**src/design/fsc_pkg.sv**
```systemverilog
// shared constants and carrier types for the synthesizer control block
package fsc_pkg;
  // register byte offsets
  localparam logic [4:0] OFS_CFG3    = 5'h00;
  localparam logic [4:0] OFS_FRAC    = 5'h04;
  localparam logic [4:0] OFS_MODULUS = 5'h08;
  localparam logic [4:0] OFS_PHASE   = 5'h0C;
  localparam logic [4:0] OFS_CTRL    = 5'h10;
  localparam logic [4:0] OFS_STATUS  = 5'h14;
  // third configuration word fields
  localparam int CSR_EN_BIT = 18;
  localparam int MODE_HI    = 16;
  localparam int MODE_LO    = 15;
  localparam int TMR_HI     = 14;
  localparam int TMR_LO     = 3;
  localparam logic [1:0] MODE_OFF    = 2'h0;
  localparam logic [1:0] MODE_FAST   = 2'h1;
  localparam logic [1:0] MODE_RESYNC = 2'h2;
  // control register fields
  localparam int CTRL_DITHER_BIT = 0;
  localparam int CTRL_RESEED_BIT = 1;
  // reset values, modulus floor and slip cell limit
  localparam logic [31:0] RST_CFG3    = 32'h0000_0000;
  localparam logic [11:0] RST_FRAC    = 12'h000;
  localparam logic [11:0] RST_MODULUS = 12'h002;
  localparam logic [11:0] RST_PHASE   = 12'h001;
  localparam logic [11:0] MOD_MIN     = 12'h002;
  localparam logic [2:0]  MAX_CELLS   = 3'h7;
  // link input bit positions after synchronisation
  localparam int LNK_PFD  = 3;
  localparam int LNK_UP   = 2;
  localparam int LNK_DN   = 1;
  localparam int LNK_OVER = 0;
  // dither generator
  localparam logic [20:0] LFSR_SEED = 21'h000001;
  typedef struct packed {
    logic pfd_ref;
    logic slip_up;
    logic slip_dn;
    logic overshoot;
  } link_in_t;
  typedef struct packed {
    logic [11:0] frac;
    logic [11:0] modulus;
    logic [11:0] phase;
    logic        dither_en;
  } sdm_cfg_t;
endpackage

```
**src/design/sigma_delta_interpolator.sv**
```systemverilog
// third-order sigma-delta fractional interpolator with dither and seed
module sigma_delta_interpolator (
  input  wire logic              clk_sys,
  input  wire logic              sys_rst,
  input  fsc_pkg::sdm_cfg_t      cfg,
  input  wire logic              reseed,
  input  wire logic              step,
  output logic signed [3:0]      code_q
);
  logic [11:0] acc1_q, acc1_d, acc2_q, acc2_d, acc3_q, acc3_d;
  logic        c2p_q, c2p_d, c3p_q, c3p_d, c3pp_q, c3pp_d;
  logic [20:0] lfsr_q, lfsr_d;
  logic signed [3:0] code_d;
  logic [12:0] s1, s2, s3;
  logic [12:0] inc;

  // modular add: returns carry and residue, inputs below twice the modulus
  function automatic logic [12:0] mod_add(input logic [11:0] a,
                                          input logic [12:0] b,
                                          input logic [11:0] m);
    logic [13:0] sum;
    sum = {2'b00, a} + {1'b0, b};
    if (sum >= {2'b00, m}) begin
      mod_add = {1'b1, 12'(sum - {2'b00, m})};
    end else begin
      mod_add = {1'b0, sum[11:0]};
    end
  endfunction

  always_comb begin
    acc1_d = acc1_q; acc2_d = acc2_q; acc3_d = acc3_q;
    c2p_d = c2p_q; c3p_d = c3p_q; c3pp_d = c3pp_q;
    lfsr_d = lfsr_q; code_d = code_q;
    // dither adds a pseudo-random lsb so the sequence stretches to 2^21 - 1
    inc = {1'b0, cfg.frac} + {12'h000, cfg.dither_en & lfsr_q[0]};
    s1 = mod_add(acc1_q, inc, cfg.modulus);
    s2 = mod_add(acc2_q, {1'b0, s1[11:0]}, cfg.modulus);
    s3 = mod_add(acc3_q, {1'b0, s2[11:0]}, cfg.modulus);
    if (reseed) begin
      acc1_d = cfg.phase;
      acc2_d = 12'h000; acc3_d = 12'h000;
      c2p_d = 1'b0; c3p_d = 1'b0; c3pp_d = 1'b0;
      lfsr_d = fsc_pkg::LFSR_SEED;
      code_d = 4'sh0;
    end else if (step) begin
      // one advance per reference cycle, cascade of three stages
      acc1_d = s1[11:0]; acc2_d = s2[11:0]; acc3_d = s3[11:0];
      c2p_d = s2[12]; c3p_d = s3[12]; c3pp_d = c3p_q;
      lfsr_d = {lfsr_q[19:0], lfsr_q[20] ^ lfsr_q[18]};
      // repeat length with dither off follows from modulus arithmetic
      code_d = 4'(signed'({3'b000, s1[12]}) + signed'({3'b000, s2[12]})
             - signed'({3'b000, c2p_q}) + signed'({3'b000, s3[12]})
             - signed'({2'b00, c3p_q, 1'b0}) + signed'({3'b000, c3pp_q}));
    end
  end

  always_ff @(posedge clk_sys or posedge sys_rst) begin
    if (sys_rst) begin
      acc1_q <= 12'h000; acc2_q <= 12'h000; acc3_q <= 12'h000;
      c2p_q <= 1'b0; c3p_q <= 1'b0; c3pp_q <= 1'b0;
      lfsr_q <= fsc_pkg::LFSR_SEED;
      code_q <= 4'sh0;
    end else begin
      acc1_q <= acc1_d; acc2_q <= acc2_d; acc3_q <= acc3_d;
      c2p_q <= c2p_d; c3p_q <= c3p_d; c3pp_q <= c3pp_d;
      lfsr_q <= lfsr_d;
      code_q <= code_d;
    end
  end
endmodule

```
**src/design/frac_sdm_fastlock_csr_ctrl.sv**
```systemverilog
// synthesizer control: slip reducer, fast-lock timer, fractional interpolator
//
// Implementation choices: the Avalon-MM register port and the register offsets.
module frac_sdm_fastlock_csr_ctrl (
  input  wire logic               clk_sys,
  input  wire logic               sys_rst,
  input  wire logic [4:0]         avs_address,
  input  wire logic               avs_read,
  input  wire logic               avs_write,
  input  wire logic [31:0]        avs_writedata,
  output logic [31:0]             avs_readdata,
  output logic                    avs_waitrequest,
  input  fsc_pkg::link_in_t       link_in,
  output logic [6:0]              extra_cells_q,
  output logic                    extra_cell_sink_q,
  output logic                    cp_gain_x16_q,
  output logic                    damping_switch_pin_o_q,
  output logic                    damping_switch_pin_oe_q,
  output logic signed [3:0]       sdm_code
);
  typedef enum logic [2:0] {
    CSR_IDLE   = 3'b001,
    CSR_RAMP   = 3'b010,
    CSR_UNWIND = 3'b100
  } csr_state_t;

  // input synchroniser: three stages, a change counts when two and three agree
  logic [3:0] s1_q, s2_q, s3_q, filt_q, filt_d, prev_q;
  logic       pfd_tick, slip_rise_up, slip_rise_dn, over_rise;

  always_comb begin
    filt_d = (~(s2_q ^ s3_q) & s3_q) | ((s2_q ^ s3_q) & filt_q);
  end

  always_ff @(posedge clk_sys or posedge sys_rst) begin
    if (sys_rst) begin
      s1_q   <= 4'h0;
      s2_q   <= 4'h0;
      s3_q   <= 4'h0;
      filt_q <= 4'h0;
      prev_q <= 4'h0;
    end else begin
      s1_q   <= link_in;
      s2_q   <= s1_q;
      s3_q   <= s2_q;
      filt_q <= filt_d;
      prev_q <= filt_q;
    end
  end

  assign pfd_tick     = filt_q[fsc_pkg::LNK_PFD] & ~prev_q[fsc_pkg::LNK_PFD];
  assign slip_rise_up = filt_q[fsc_pkg::LNK_UP] & ~prev_q[fsc_pkg::LNK_UP];
  assign slip_rise_dn = filt_q[fsc_pkg::LNK_DN] & ~prev_q[fsc_pkg::LNK_DN];
  assign over_rise    = filt_q[fsc_pkg::LNK_OVER] &
                        ~prev_q[fsc_pkg::LNK_OVER];

  // register file over the bus
  logic [31:0] cfg3_q, cfg3_d;
  logic [11:0] frac_q, frac_d, mod_q, mod_d, phase_q, phase_d;
  logic        dither_q, dither_d, reseed_q, reseed_d;
  logic        wait_q, wait_d;
  logic [31:0] rdata_q, rdata_d;
  logic        req, acc_wr, cfg3_wr;
  logic        csr_en;
  logic [1:0]  mode;
  logic [11:0] tmr_val;

  // fast-lock and slip state, declared here for the status register
  logic        fl_q, fl_d;
  logic [11:0] tmr_q, tmr_d, mcnt_q, mcnt_d;
  logic        gain_d, sw_oe_d;
  csr_state_t  cs_q, cs_d;
  logic [2:0]  cnt_q, cnt_d;
  logic [6:0]  cells_d;
  logic        sink_d;

  function automatic logic [11:0] clamp_mod(input logic [11:0] m);
    clamp_mod = (m < fsc_pkg::MOD_MIN) ? fsc_pkg::MOD_MIN : m;
  endfunction

  assign req     = avs_read | avs_write;
  assign acc_wr  = avs_write & ~wait_q;
  assign cfg3_wr = acc_wr & (avs_address == fsc_pkg::OFS_CFG3);
  assign csr_en  = cfg3_q[fsc_pkg::CSR_EN_BIT];
  assign mode    = cfg3_q[fsc_pkg::MODE_HI:fsc_pkg::MODE_LO];
  assign tmr_val = avs_writedata[fsc_pkg::TMR_HI:fsc_pkg::TMR_LO];

  always_comb begin
    cfg3_d   = cfg3_q;
    frac_d   = frac_q;
    mod_d    = mod_q;
    phase_d  = phase_q;
    dither_d = dither_q;
    reseed_d = 1'b0;
    rdata_d  = rdata_q;
    // one wait cycle, then the access completes
    wait_d   = ~(req & wait_q);
    if (acc_wr) begin
      unique case (avs_address)
        fsc_pkg::OFS_CFG3:    cfg3_d  = avs_writedata;
        fsc_pkg::OFS_FRAC:    frac_d  = avs_writedata[11:0];
        fsc_pkg::OFS_MODULUS:
          mod_d = clamp_mod(avs_writedata[11:0]);
        fsc_pkg::OFS_PHASE: begin
          phase_d  = avs_writedata[11:0];
          reseed_d = 1'b1;
        end
        fsc_pkg::OFS_CTRL: begin
          dither_d = avs_writedata[fsc_pkg::CTRL_DITHER_BIT];
          reseed_d = avs_writedata[fsc_pkg::CTRL_RESEED_BIT];
        end
        default: ;
      endcase
    end
    if (avs_read & wait_q) begin
      unique case (avs_address)
        fsc_pkg::OFS_CFG3:    rdata_d = cfg3_q;
        fsc_pkg::OFS_FRAC:    rdata_d = {20'h00000, frac_q};
        fsc_pkg::OFS_MODULUS: rdata_d = {20'h00000, mod_q};
        fsc_pkg::OFS_PHASE:   rdata_d = {20'h00000, phase_q};
        fsc_pkg::OFS_CTRL:    rdata_d = {31'h00000000, dither_q};
        fsc_pkg::OFS_STATUS:
          rdata_d = {16'h0000, 4'(sdm_code), 3'h0, cs_q, 1'b0,
                     extra_cell_sink_q, cnt_q, fl_q};
        default:              rdata_d = 32'h0000_0000;
      endcase
    end
  end

  always_ff @(posedge clk_sys or posedge sys_rst) begin
    if (sys_rst) begin
      cfg3_q   <= fsc_pkg::RST_CFG3;
      frac_q   <= fsc_pkg::RST_FRAC;
      mod_q    <= fsc_pkg::RST_MODULUS;
      phase_q  <= fsc_pkg::RST_PHASE;
      dither_q <= 1'b0;
      reseed_q <= 1'b1;
      wait_q   <= 1'b1;
      rdata_q  <= 32'h0000_0000;
    end else begin
      cfg3_q   <= cfg3_d;
      frac_q   <= frac_d;
      mod_q    <= mod_d;
      phase_q  <= phase_d;
      dither_q <= dither_d;
      reseed_q <= reseed_d;
      wait_q   <= wait_d;
      rdata_q  <= rdata_d;
    end
  end

  assign avs_waitrequest = wait_q;
  assign avs_readdata    = rdata_q;

  // fast-lock timer: counts timer value times modulus reference periods
  always_comb begin
    fl_d   = fl_q;
    tmr_d  = tmr_q;
    mcnt_d = mcnt_q;
    if (cfg3_wr) begin
      // only mode 01 starts fast lock; 00 and 10 leave it off
      if ((avs_writedata[fsc_pkg::MODE_HI:fsc_pkg::MODE_LO]
           == fsc_pkg::MODE_FAST) && (tmr_val != 12'h000)) begin
        fl_d   = 1'b1;
        tmr_d  = tmr_val;
        mcnt_d = 12'h000;
      end else begin
        fl_d = 1'b0;
      end
    end else if (fl_q && pfd_tick) begin
      if (mcnt_q == mod_q - 12'h001) begin
        mcnt_d = 12'h000;
        tmr_d  = tmr_q - 12'h001;
        if (tmr_q == 12'h001) begin
          fl_d = 1'b0;
        end
      end else begin
        mcnt_d = mcnt_q + 12'h001;
      end
    end
    gain_d  = fl_d;
    sw_oe_d = fl_d;
  end

  always_ff @(posedge clk_sys or posedge sys_rst) begin
    if (sys_rst) begin
      fl_q                    <= 1'b0;
      tmr_q                   <= 12'h000;
      mcnt_q                  <= 12'h000;
      cp_gain_x16_q           <= 1'b0;
      damping_switch_pin_oe_q <= 1'b0;
      damping_switch_pin_o_q  <= 1'b0;
    end else begin
      fl_q                    <= fl_d;
      tmr_q                   <= tmr_d;
      mcnt_q                  <= mcnt_d;
      cp_gain_x16_q           <= gain_d;
      damping_switch_pin_oe_q <= sw_oe_d;
      damping_switch_pin_o_q  <= 1'b0;
    end
  end

  // cycle-slip reducer: thermometer of extra constant-current cells
  always_comb begin
    cs_d   = cs_q;
    cnt_d  = cnt_q;
    sink_d = extra_cell_sink_q;
    if (!csr_en) begin
      cs_d  = CSR_IDLE;
      cnt_d = 3'h0;
    end else begin
      unique case (cs_q)
        CSR_IDLE: begin
          if (slip_rise_up | slip_rise_dn) begin
            cs_d   = CSR_RAMP;
            cnt_d  = 3'h1;
            sink_d = slip_rise_dn & ~slip_rise_up;
          end
        end
        CSR_RAMP: begin
          if (over_rise) begin
            cs_d = CSR_UNWIND;
          end else if ((slip_rise_up | slip_rise_dn) &&
                       (cnt_q < fsc_pkg::MAX_CELLS)) begin
            cnt_d = cnt_q + 3'h1;
          end
        end
        CSR_UNWIND: begin
          if (cnt_q == 3'h0) begin
            cs_d = CSR_IDLE;
          end else if (pfd_tick) begin
            cnt_d = cnt_q - 3'h1;
          end
        end
      endcase
    end
    cells_d = 7'((8'h01 << cnt_d) - 8'h01);
  end

  always_ff @(posedge clk_sys or posedge sys_rst) begin
    if (sys_rst) begin
      cs_q              <= CSR_IDLE;
      cnt_q             <= 3'h0;
      extra_cells_q     <= 7'h00;
      extra_cell_sink_q <= 1'b0;
    end else begin
      cs_q              <= cs_d;
      cnt_q             <= cnt_d;
      extra_cells_q     <= cells_d;
      extra_cell_sink_q <= sink_d;
    end
  end

  fsc_pkg::sdm_cfg_t sdm_cfg;
  assign sdm_cfg = '{frac: frac_q, modulus: mod_q, phase: phase_q,
                     dither_en: dither_q};

  sigma_delta_interpolator u_sdm (
    .clk_sys (clk_sys),
    .sys_rst (sys_rst),
    .cfg     (sdm_cfg),
    .reseed  (reseed_q),
    .step    (pfd_tick),
    .code_q  (sdm_code)
  );
endmodule

```
**config.mk**
```make
export PLATFORM = sky130hd
export DESIGN_NAME = frac_sdm_fastlock_csr_ctrl
export DESIGN_NICKNAME = d
export VERILOG_FILES = /design/src/design/fsc_pkg.sv /design/src/design/sigma_delta_interpolator.sv /design/src/design/frac_sdm_fastlock_csr_ctrl.sv
export SDC_FILE = /design/constraint.sdc
export NUM_CORES = 1
export LEC_CHECK = 0
export ABC_AREA = 1
export ABC_CLOCK_PERIOD_IN_PS = 13300
export BUFFER_PORTS_ARGS = -buffer_cell sky130_fd_sc_hd__buf_4
export CAP_MARGIN = 20
export CORE_MARGIN = 1.5
export CORE_UTILIZATION = 35
export DETAILED_ROUTE_END_ITERATION = 16
export GPL_ROUTABILITY_DRIVEN = 0
export PLACE_DENSITY_LB_ADDON = 0.1
export SLEW_MARGIN = 20
export SYNTH_ARGS = -nofsm -noshare
export SYNTH_HDL_FRONTEND = slang
export SYNTH_SLANG_ARGS = --single-unit
```
**constraint.sdc**
```tcl
create_clock -name clk_sys -period 13.3 [get_ports clk_sys]
set_clock_uncertainty 0.15 [all_clocks]
set_input_delay 0.665 -clock clk_sys [delete_from_list [all_inputs] [get_ports clk_sys]]
set_output_delay 0.665 -clock clk_sys [all_outputs]
set_load 0.05 [all_outputs]
```
Yosys cells after proc, flatten, opt, wreduce, memory -nomap -nowiden
Cells that the tools add are included.
- $add $sub $neg: 18
- magnitude comparators: 5
- eq/ne operators: 15
- shifts and indexed selects: 1
- muxes and demuxes: 48
- bitwise operators: 25
- reduce and logical (&&, ||, !) cells: 20
- operators by type and width (operator ; number):
    one-hot mux 32 bit (6 select lines) ; 1
    2-to-1 mux 12 bit ; 15
    2-to-1 mux 21 bit ; 2
    2-to-1 mux 13 bit ; 3
    subtractor 12 bit ; 3
    2-to-1 mux 3 bit ; 10
    adder 12 x 12 -> 13 bit ; 2
    >= comparator 13 x 12 -> 1 bit ; 2
    subtractor 12 x 1 -> 12 bit (second input constant) ; 2
    one-hot mux 3 bit (3 select lines) ; 2
    adder 12 x 13 -> 14 bit ; 1
    >= comparator 14 x 12 -> 1 bit ; 1
    adder 12 x 1 -> 13 bit ; 1
    adder 12 x 1 -> 12 bit (second input constant) ; 1
    == test 12 x 1 -> 1 bit (second input constant) ; 1
    == test 12 bit ; 1
    < comparator 12 x 2 -> 1 bit (second input constant) ; 1
    2-to-1 mux 1 bit ; 12
    AND reduction 2 bit ; 6
    AND reduction 3 bit ; 4
    nonzero test 12 bit ; 1
    bitwise AND 1 bit ; 10
    == test 5 x 4 -> 1 bit (second input constant) ; 2
    == test 5 bit (second input constant) ; 2
    other kinds (29) ; 46
- register bits after elaboration: 226
- logic and storage cells: 160

Logic depth before layout (Yosys ltp)
- word-level depth: 16
- depth in mapped cells: 66
- mapped depth without buffers: 64

Hierarchy
A second synthesis with hierarchy kept.
- cells, all modules: 2094
- area, all modules: 15107.0 µm²
- by module, submodules not included (module ; times used ; cells an instance ; area each (µm²) ; seq. area each (µm²)):
    frac_sdm_fastlock_csr_ctrl ; 1 ; 947 ; 7723.7 ; 4060.1
    sigma_delta_interpolator ; 1 ; 1147 ; 7383.3 ; 1602.8

Least setup slack after synthesis
Ideal clock, no wire load.
- kind: register -> register
- start: register u_sdm.lfsr_q[0]
- end: register u_sdm.code_q[2]
- arrival time: 9.114 ns
- path slack: 3.953 ns
- cell stages (with the launch flop): 64
- buffers on the path: 2
- period minus slack after synthesis: 9.347 ns
- cells stage by stage: dfstp_2 -> nand2_1 -> fa_1 -> inv_1 -> fa_1 -> nand3_1 -> nand3_1 -> nand2_1 -> nand3b_1 -> xor2_1 -> inv_1 -> ha_1 -> nand2_1 -> nor2_1 -> nand3b_1 -> nand3_1 -> o21bai_1 -> nand2_1 -> [28 not listed] -> xor2_1 -> ha_1 -> nand2_1 -> nor2_1 -> nand3_1 -> nand3_1 -> nand2_1 -> nand3_1 -> nand2_1 -> nand2_1 -> inv_1 -> ha_1 -> fa_1 -> inv_1 -> ha_1 -> inv_1 -> ha_1 -> o22ai_1
- cells in the longest elaborated chain, start to end: 16
- RTL lines (item ; RTL line ; RTL):
    from (decl) ; sigma_delta_interpolator.sv:12 ; logic [20:0] lfsr_q, lfsr_d;
    from (signal assigned) ; sigma_delta_interpolator.sv:61 ; lfsr_q <= fsc_pkg::LFSR_SEED;
    from (signal assigned) ; sigma_delta_interpolator.sv:66 ; lfsr_q <= lfsr_d;
    bitwise AND 1 bit (*) ; sigma_delta_interpolator.sv:35 ; inc = {1'b0, cfg.frac} + {12'h000, cfg.dither_en & lfsr_q[0]};
    adder 12 x 1 -> 13 bit (*) ; sigma_delta_interpolator.sv:35 ;
    adder 12 x 13 -> 14 bit (*) ; sigma_delta_interpolator.sv:22 ; sum = {2'b00, a} + {1'b0, b};
    subtractor 12 bit or >= comparator 14 x 12 -> 1 bit (tied branches) ; sigma_delta_interpolator.sv:24, sigma_delta_interpolator.sv:23 ;
    2-to-1 mux 13 bit (*) ; sigma_delta_interpolator.sv:23 ; if (sum >= {2'b00, m}) begin
    adder 12 x 12 -> 13 bit ; sigma_delta_interpolator.sv:22 ;
    subtractor 12 bit or >= comparator 13 x 12 -> 1 bit (tied branches) ; sigma_delta_interpolator.sv:24, sigma_delta_interpolator.sv:23 ;
    2-to-1 mux 13 bit ; sigma_delta_interpolator.sv:23 ;
    adder 12 x 12 -> 13 bit ; sigma_delta_interpolator.sv:22 ;
    >= comparator 13 x 12 -> 1 bit ; sigma_delta_interpolator.sv:23 ;
    2-to-1 mux 13 bit ; sigma_delta_interpolator.sv:23 ;
    adder 4 x 2 -> 4 bit (*) ; sigma_delta_interpolator.sv:52 ; - signed'({3'b000, c2p_q}) + signed'({3'b000, s3[12]})
    subtractor 4 x 3 -> 4 bit (*) ; sigma_delta_interpolator.sv:53 ; - signed'({2'b00, c3p_q, 1'b0}) + signed'({3'b000, c3pp_q}));
    adder 4 x 2 -> 4 bit (*) ; sigma_delta_interpolator.sv:53 ;
    2-to-1 mux 4 bit (*) ; sigma_delta_interpolator.sv:45 ; end else if (step) begin
    2-to-1 mux 4 bit (*) ; sigma_delta_interpolator.sv:39 ; if (reseed) begin
    to (signal assigned) ; sigma_delta_interpolator.sv:67 ; code_q <= code_d;
    to (decl) ; sigma_delta_interpolator.sv:8 ; output logic signed [3:0] code_q
Every way passes the cells marked *; elsewhere a longest branch is shown, timed or not. The select of a mux whose other input is x is not followed.
A chain may end at the register's enable or synchronous reset.

Worst setup path after layout
Same ends and word-level chain as after synthesis.

==> results.txt <==
Status: complete, no violations
Crit-path most repeated cell: nand2_1
Worst flop-to-flop path startpoint: u_sdm.lfsr_q[0]
Period utilization: 88.3%
Commonest non-fill, non-tap cell in the layout: nand2_1
Initial antenna violation count: 0
Starting Density: 35.6%
Max Fclk: 85.1 MHz
Post-synthesis simple-gate area fraction: 27.7%
Library cells used by synthesis: 50
Total number of vias: 12600
N_diodes: 0
Sequential area share after synthesis: 40.0%
Num CTS Buffers: 28
Die ar.: 41700 um^2
# rows: 73
Synth Area in XOR/XNOR: 4.70%
Synthesized net count: 2002
Worst path bufs/invs: 7
Max-cap viol count: 0
Fraction of layout cells with a size suffix above 1: 9.46%
GRT busiest layer: met2
DR WL/cell: 17.5 um
Yosys top cell area share: 38.9%
Count of final hold-check violations: 0
Cells after synthesis: 1864
Slowest stage delay, CP: 0.53 ns
Largest net degree at the start of global routing: 133
Most frequent cells in the layout: nand2_1 (551), dfrtp_1 (220), inv_1 (212)
Max Slew Vio Count: 0
Worst path slowest cell: dfstp_2
Slew HR: 35.5%
Cell area after placement: 15400 um^2
Worst-margin pin slew: 0.967 ns
Total negative setup slack: 0 ns
Post-DP HPWL: 31900 um
Met1 Usage GRT: 29.3%
Clock transition at path regs: 0.06 ns
FF+latch count, synth: 226
Synth Area in Compound Gates: 10.8%
CTS hold repair buffers: 0
Synth Flop Type: dfrtp_1
Startpoint Class: flip-flop
Main combinational cell family by area after synthesis: simple AND/OR/NAND/NOR gates
Die Y: 204 um
# DRC: 0
1st-iter DRT viols: 968
GR Util All Layers: 21.2%
HP Class: input pin to flip-flop
Final setup fails: 0
Main area contributors after synthesis: dfrtp_1 (39%), nand2_1 (15%), ha_1 (7.4%)
Met3 usage: 2.46%
Hold Crit Start: link_in[0]
First-pass GRT wire length: 68900 um
EDFF count, synth: 0
CP Class: flip-flop to flip-flop
CTS root buf: clkbuf_16
Mux share of post-synthesis cell area: 0%
WP data required: 13.61 ns
Post-layout nets: 2082
Area leader, netlist: dfrtp_1
Syn-to-layout area delta: 15.0%
Port bufs: 91
Cell family with most CP delay: simple AND/OR/NAND/NOR gates
Maximum clock path buffer count: 3
GR Overflow Total: 0
Fin crit period: 11.75 ns
Via density: 5.05
CTS tree: built
Ys async rst share: 100%
WP data arrival: 12.05 ns
I/O pin cnt: 93
Yosys warns: 0
Synth Area in Adders: 8.98%
CP startpoint: u_sdm.lfsr_q[0]
CP max FO: 15
RSZ-0062 raised after global routing: false
Sink Count: 226
Routed Antenna Nets: 0
Netlist Area Pre-Place: 14200 um^2
Post-CTS Setup Inserts: 0
Area of the core: 39800 um^2
H-Tree Level Count: 1
Post-CTS sizing: 0
Met2 Use GR: 35.1%
Layout Cell Area excl Fill: 16300 um^2
Routed Wire Length: 43600 um
Chip Width: 204 um
Vias in the first global route: 12300
Pre-antenna DRT Iters: 5
Kind of end point of the critical path: flip-flop
Mean area per synthesized cell: 7.60 um^2
Clock Latency Late Sink: 0.59 ns
==> layout make-up <==
| cell class | instances | area, um^2 |
|---|---|---|
| clock inverters | 14 | 148 |
| repair buffers | 105 | 788 |
| multi-input cells | 1360 | 7410 |
| fillers | 4158 | 23500 |
| flip-flops and latches | 226 | 5660 |
| well taps | 525 | 657 |
| inverters | 223 | 845 |
| clock buffers | 38 | 778 |
==> cells by family (layout without fill, tap and decap cells) <==
logic type	after synthesis	count (layout)
buffers and inverters	278	380
adders and majority gates	97	97
AOI/OAI and AO/OA	269	269
DFF	226	226
and+or+nand+nor	917	917
other	1	1
xor gates and xnor gates	76	76
==> synth_stat cells (5+ instances only) <==
cell,instances
o21bai_1,7
nand3_1,166
nor2_1,111
nand3b_1,9
o21ai_1,5
buf_4,5
nor2_4,5
o22ai_1,32
nand4_1,27
o21a_1,5
ha_1,84
and2_1,21
xnor2_1,25
fa_1,9
xor2_1,51
inv_2,5
buf_2,10
a31oi_1,7
o211ai_1,7
a221oi_1,7
a21oi_1,59
dfstp_2,6
clkinv_1,5
dfrtp_1,220
inv_1,213
o21ai_0,119
nand2_1,551
clkbuf_1,34
nor3_1,11
==> stage by stage <==
step	util, %	setup slack (ns)	hold WS, ns	instances
3_3_place_gp	38.6	1.98	0.187	2438
6_report	40.9	1.55	0.0261	2491
3_5_place_dp	38.6	1.72	0.186	2438
4_1_cts	40.9	1.66	0.00149	2490
5_1_grt	40.9	0.266	0.0104	2491
2_1_floorplan	-	3.95	0.181	1864
==> routing by layer <==
| layer | up-vias | share of wire, % |
|---|---|---|
| met4 | 0 | 2.7 |
| met1 | 5973 | 46 |
| li1 | 6245 | - |
| met2 | 299 | 47 |
| met3 | 56 | 4.2 |
| met5 | - | 0 |
==> path summary, 6_finish.rpt <==
path,endpoint,slack (ns),cells after the start
max,u_sdm.code_q[2],1.55,61
min,s1_q[0],0.03,1
max reg2reg,u_sdm.code_q[2],1.55,61
min reg2reg,s2_q[3],0.20,0
max in group asynchronous,u_sdm.acc2_q[10],11.55,3
min in group asynchronous,u_sdm.lfsr_q[12],0.13,2
==> registers in the layout, indices dropped and copies added, names as in the netlist, 3 cells and up, named ones only <==
signal / count
s3_q: 4
frac_q: 12
mcnt_q: 12
u_sdm.lfsr_q: 21
extra_cells_q: 7
u_sdm.acc2_q: 12
u_sdm.acc1_q: 12
cs_q: 3
prev_q: 4
s1_q: 4
cnt_q: 3
phase_q: 12
mod_q: 12
s2_q: 4
avs_readdata: 32
cfg3_q: 32
u_sdm.code_q: 4
u_sdm.acc3_q: 12
tmr_q: 12
==> worst reg2reg max path: cells and delay by family, from the launching register on <==
kind,cells,cell delay (ns)
AND/OR/NAND/NOR,33,4.95
adder cells (fa/ha/maj),13,4.02
XOR/XNOR,3,0.62
AO/OA/AOI/OAI,5,0.68
buffers and inverters,7,0.68
flip-flops,1,0.53
Power is left out: the tool's default activity adds up to more than one toggle a clock period on the data nets, which glitch-free logic cannot reach.
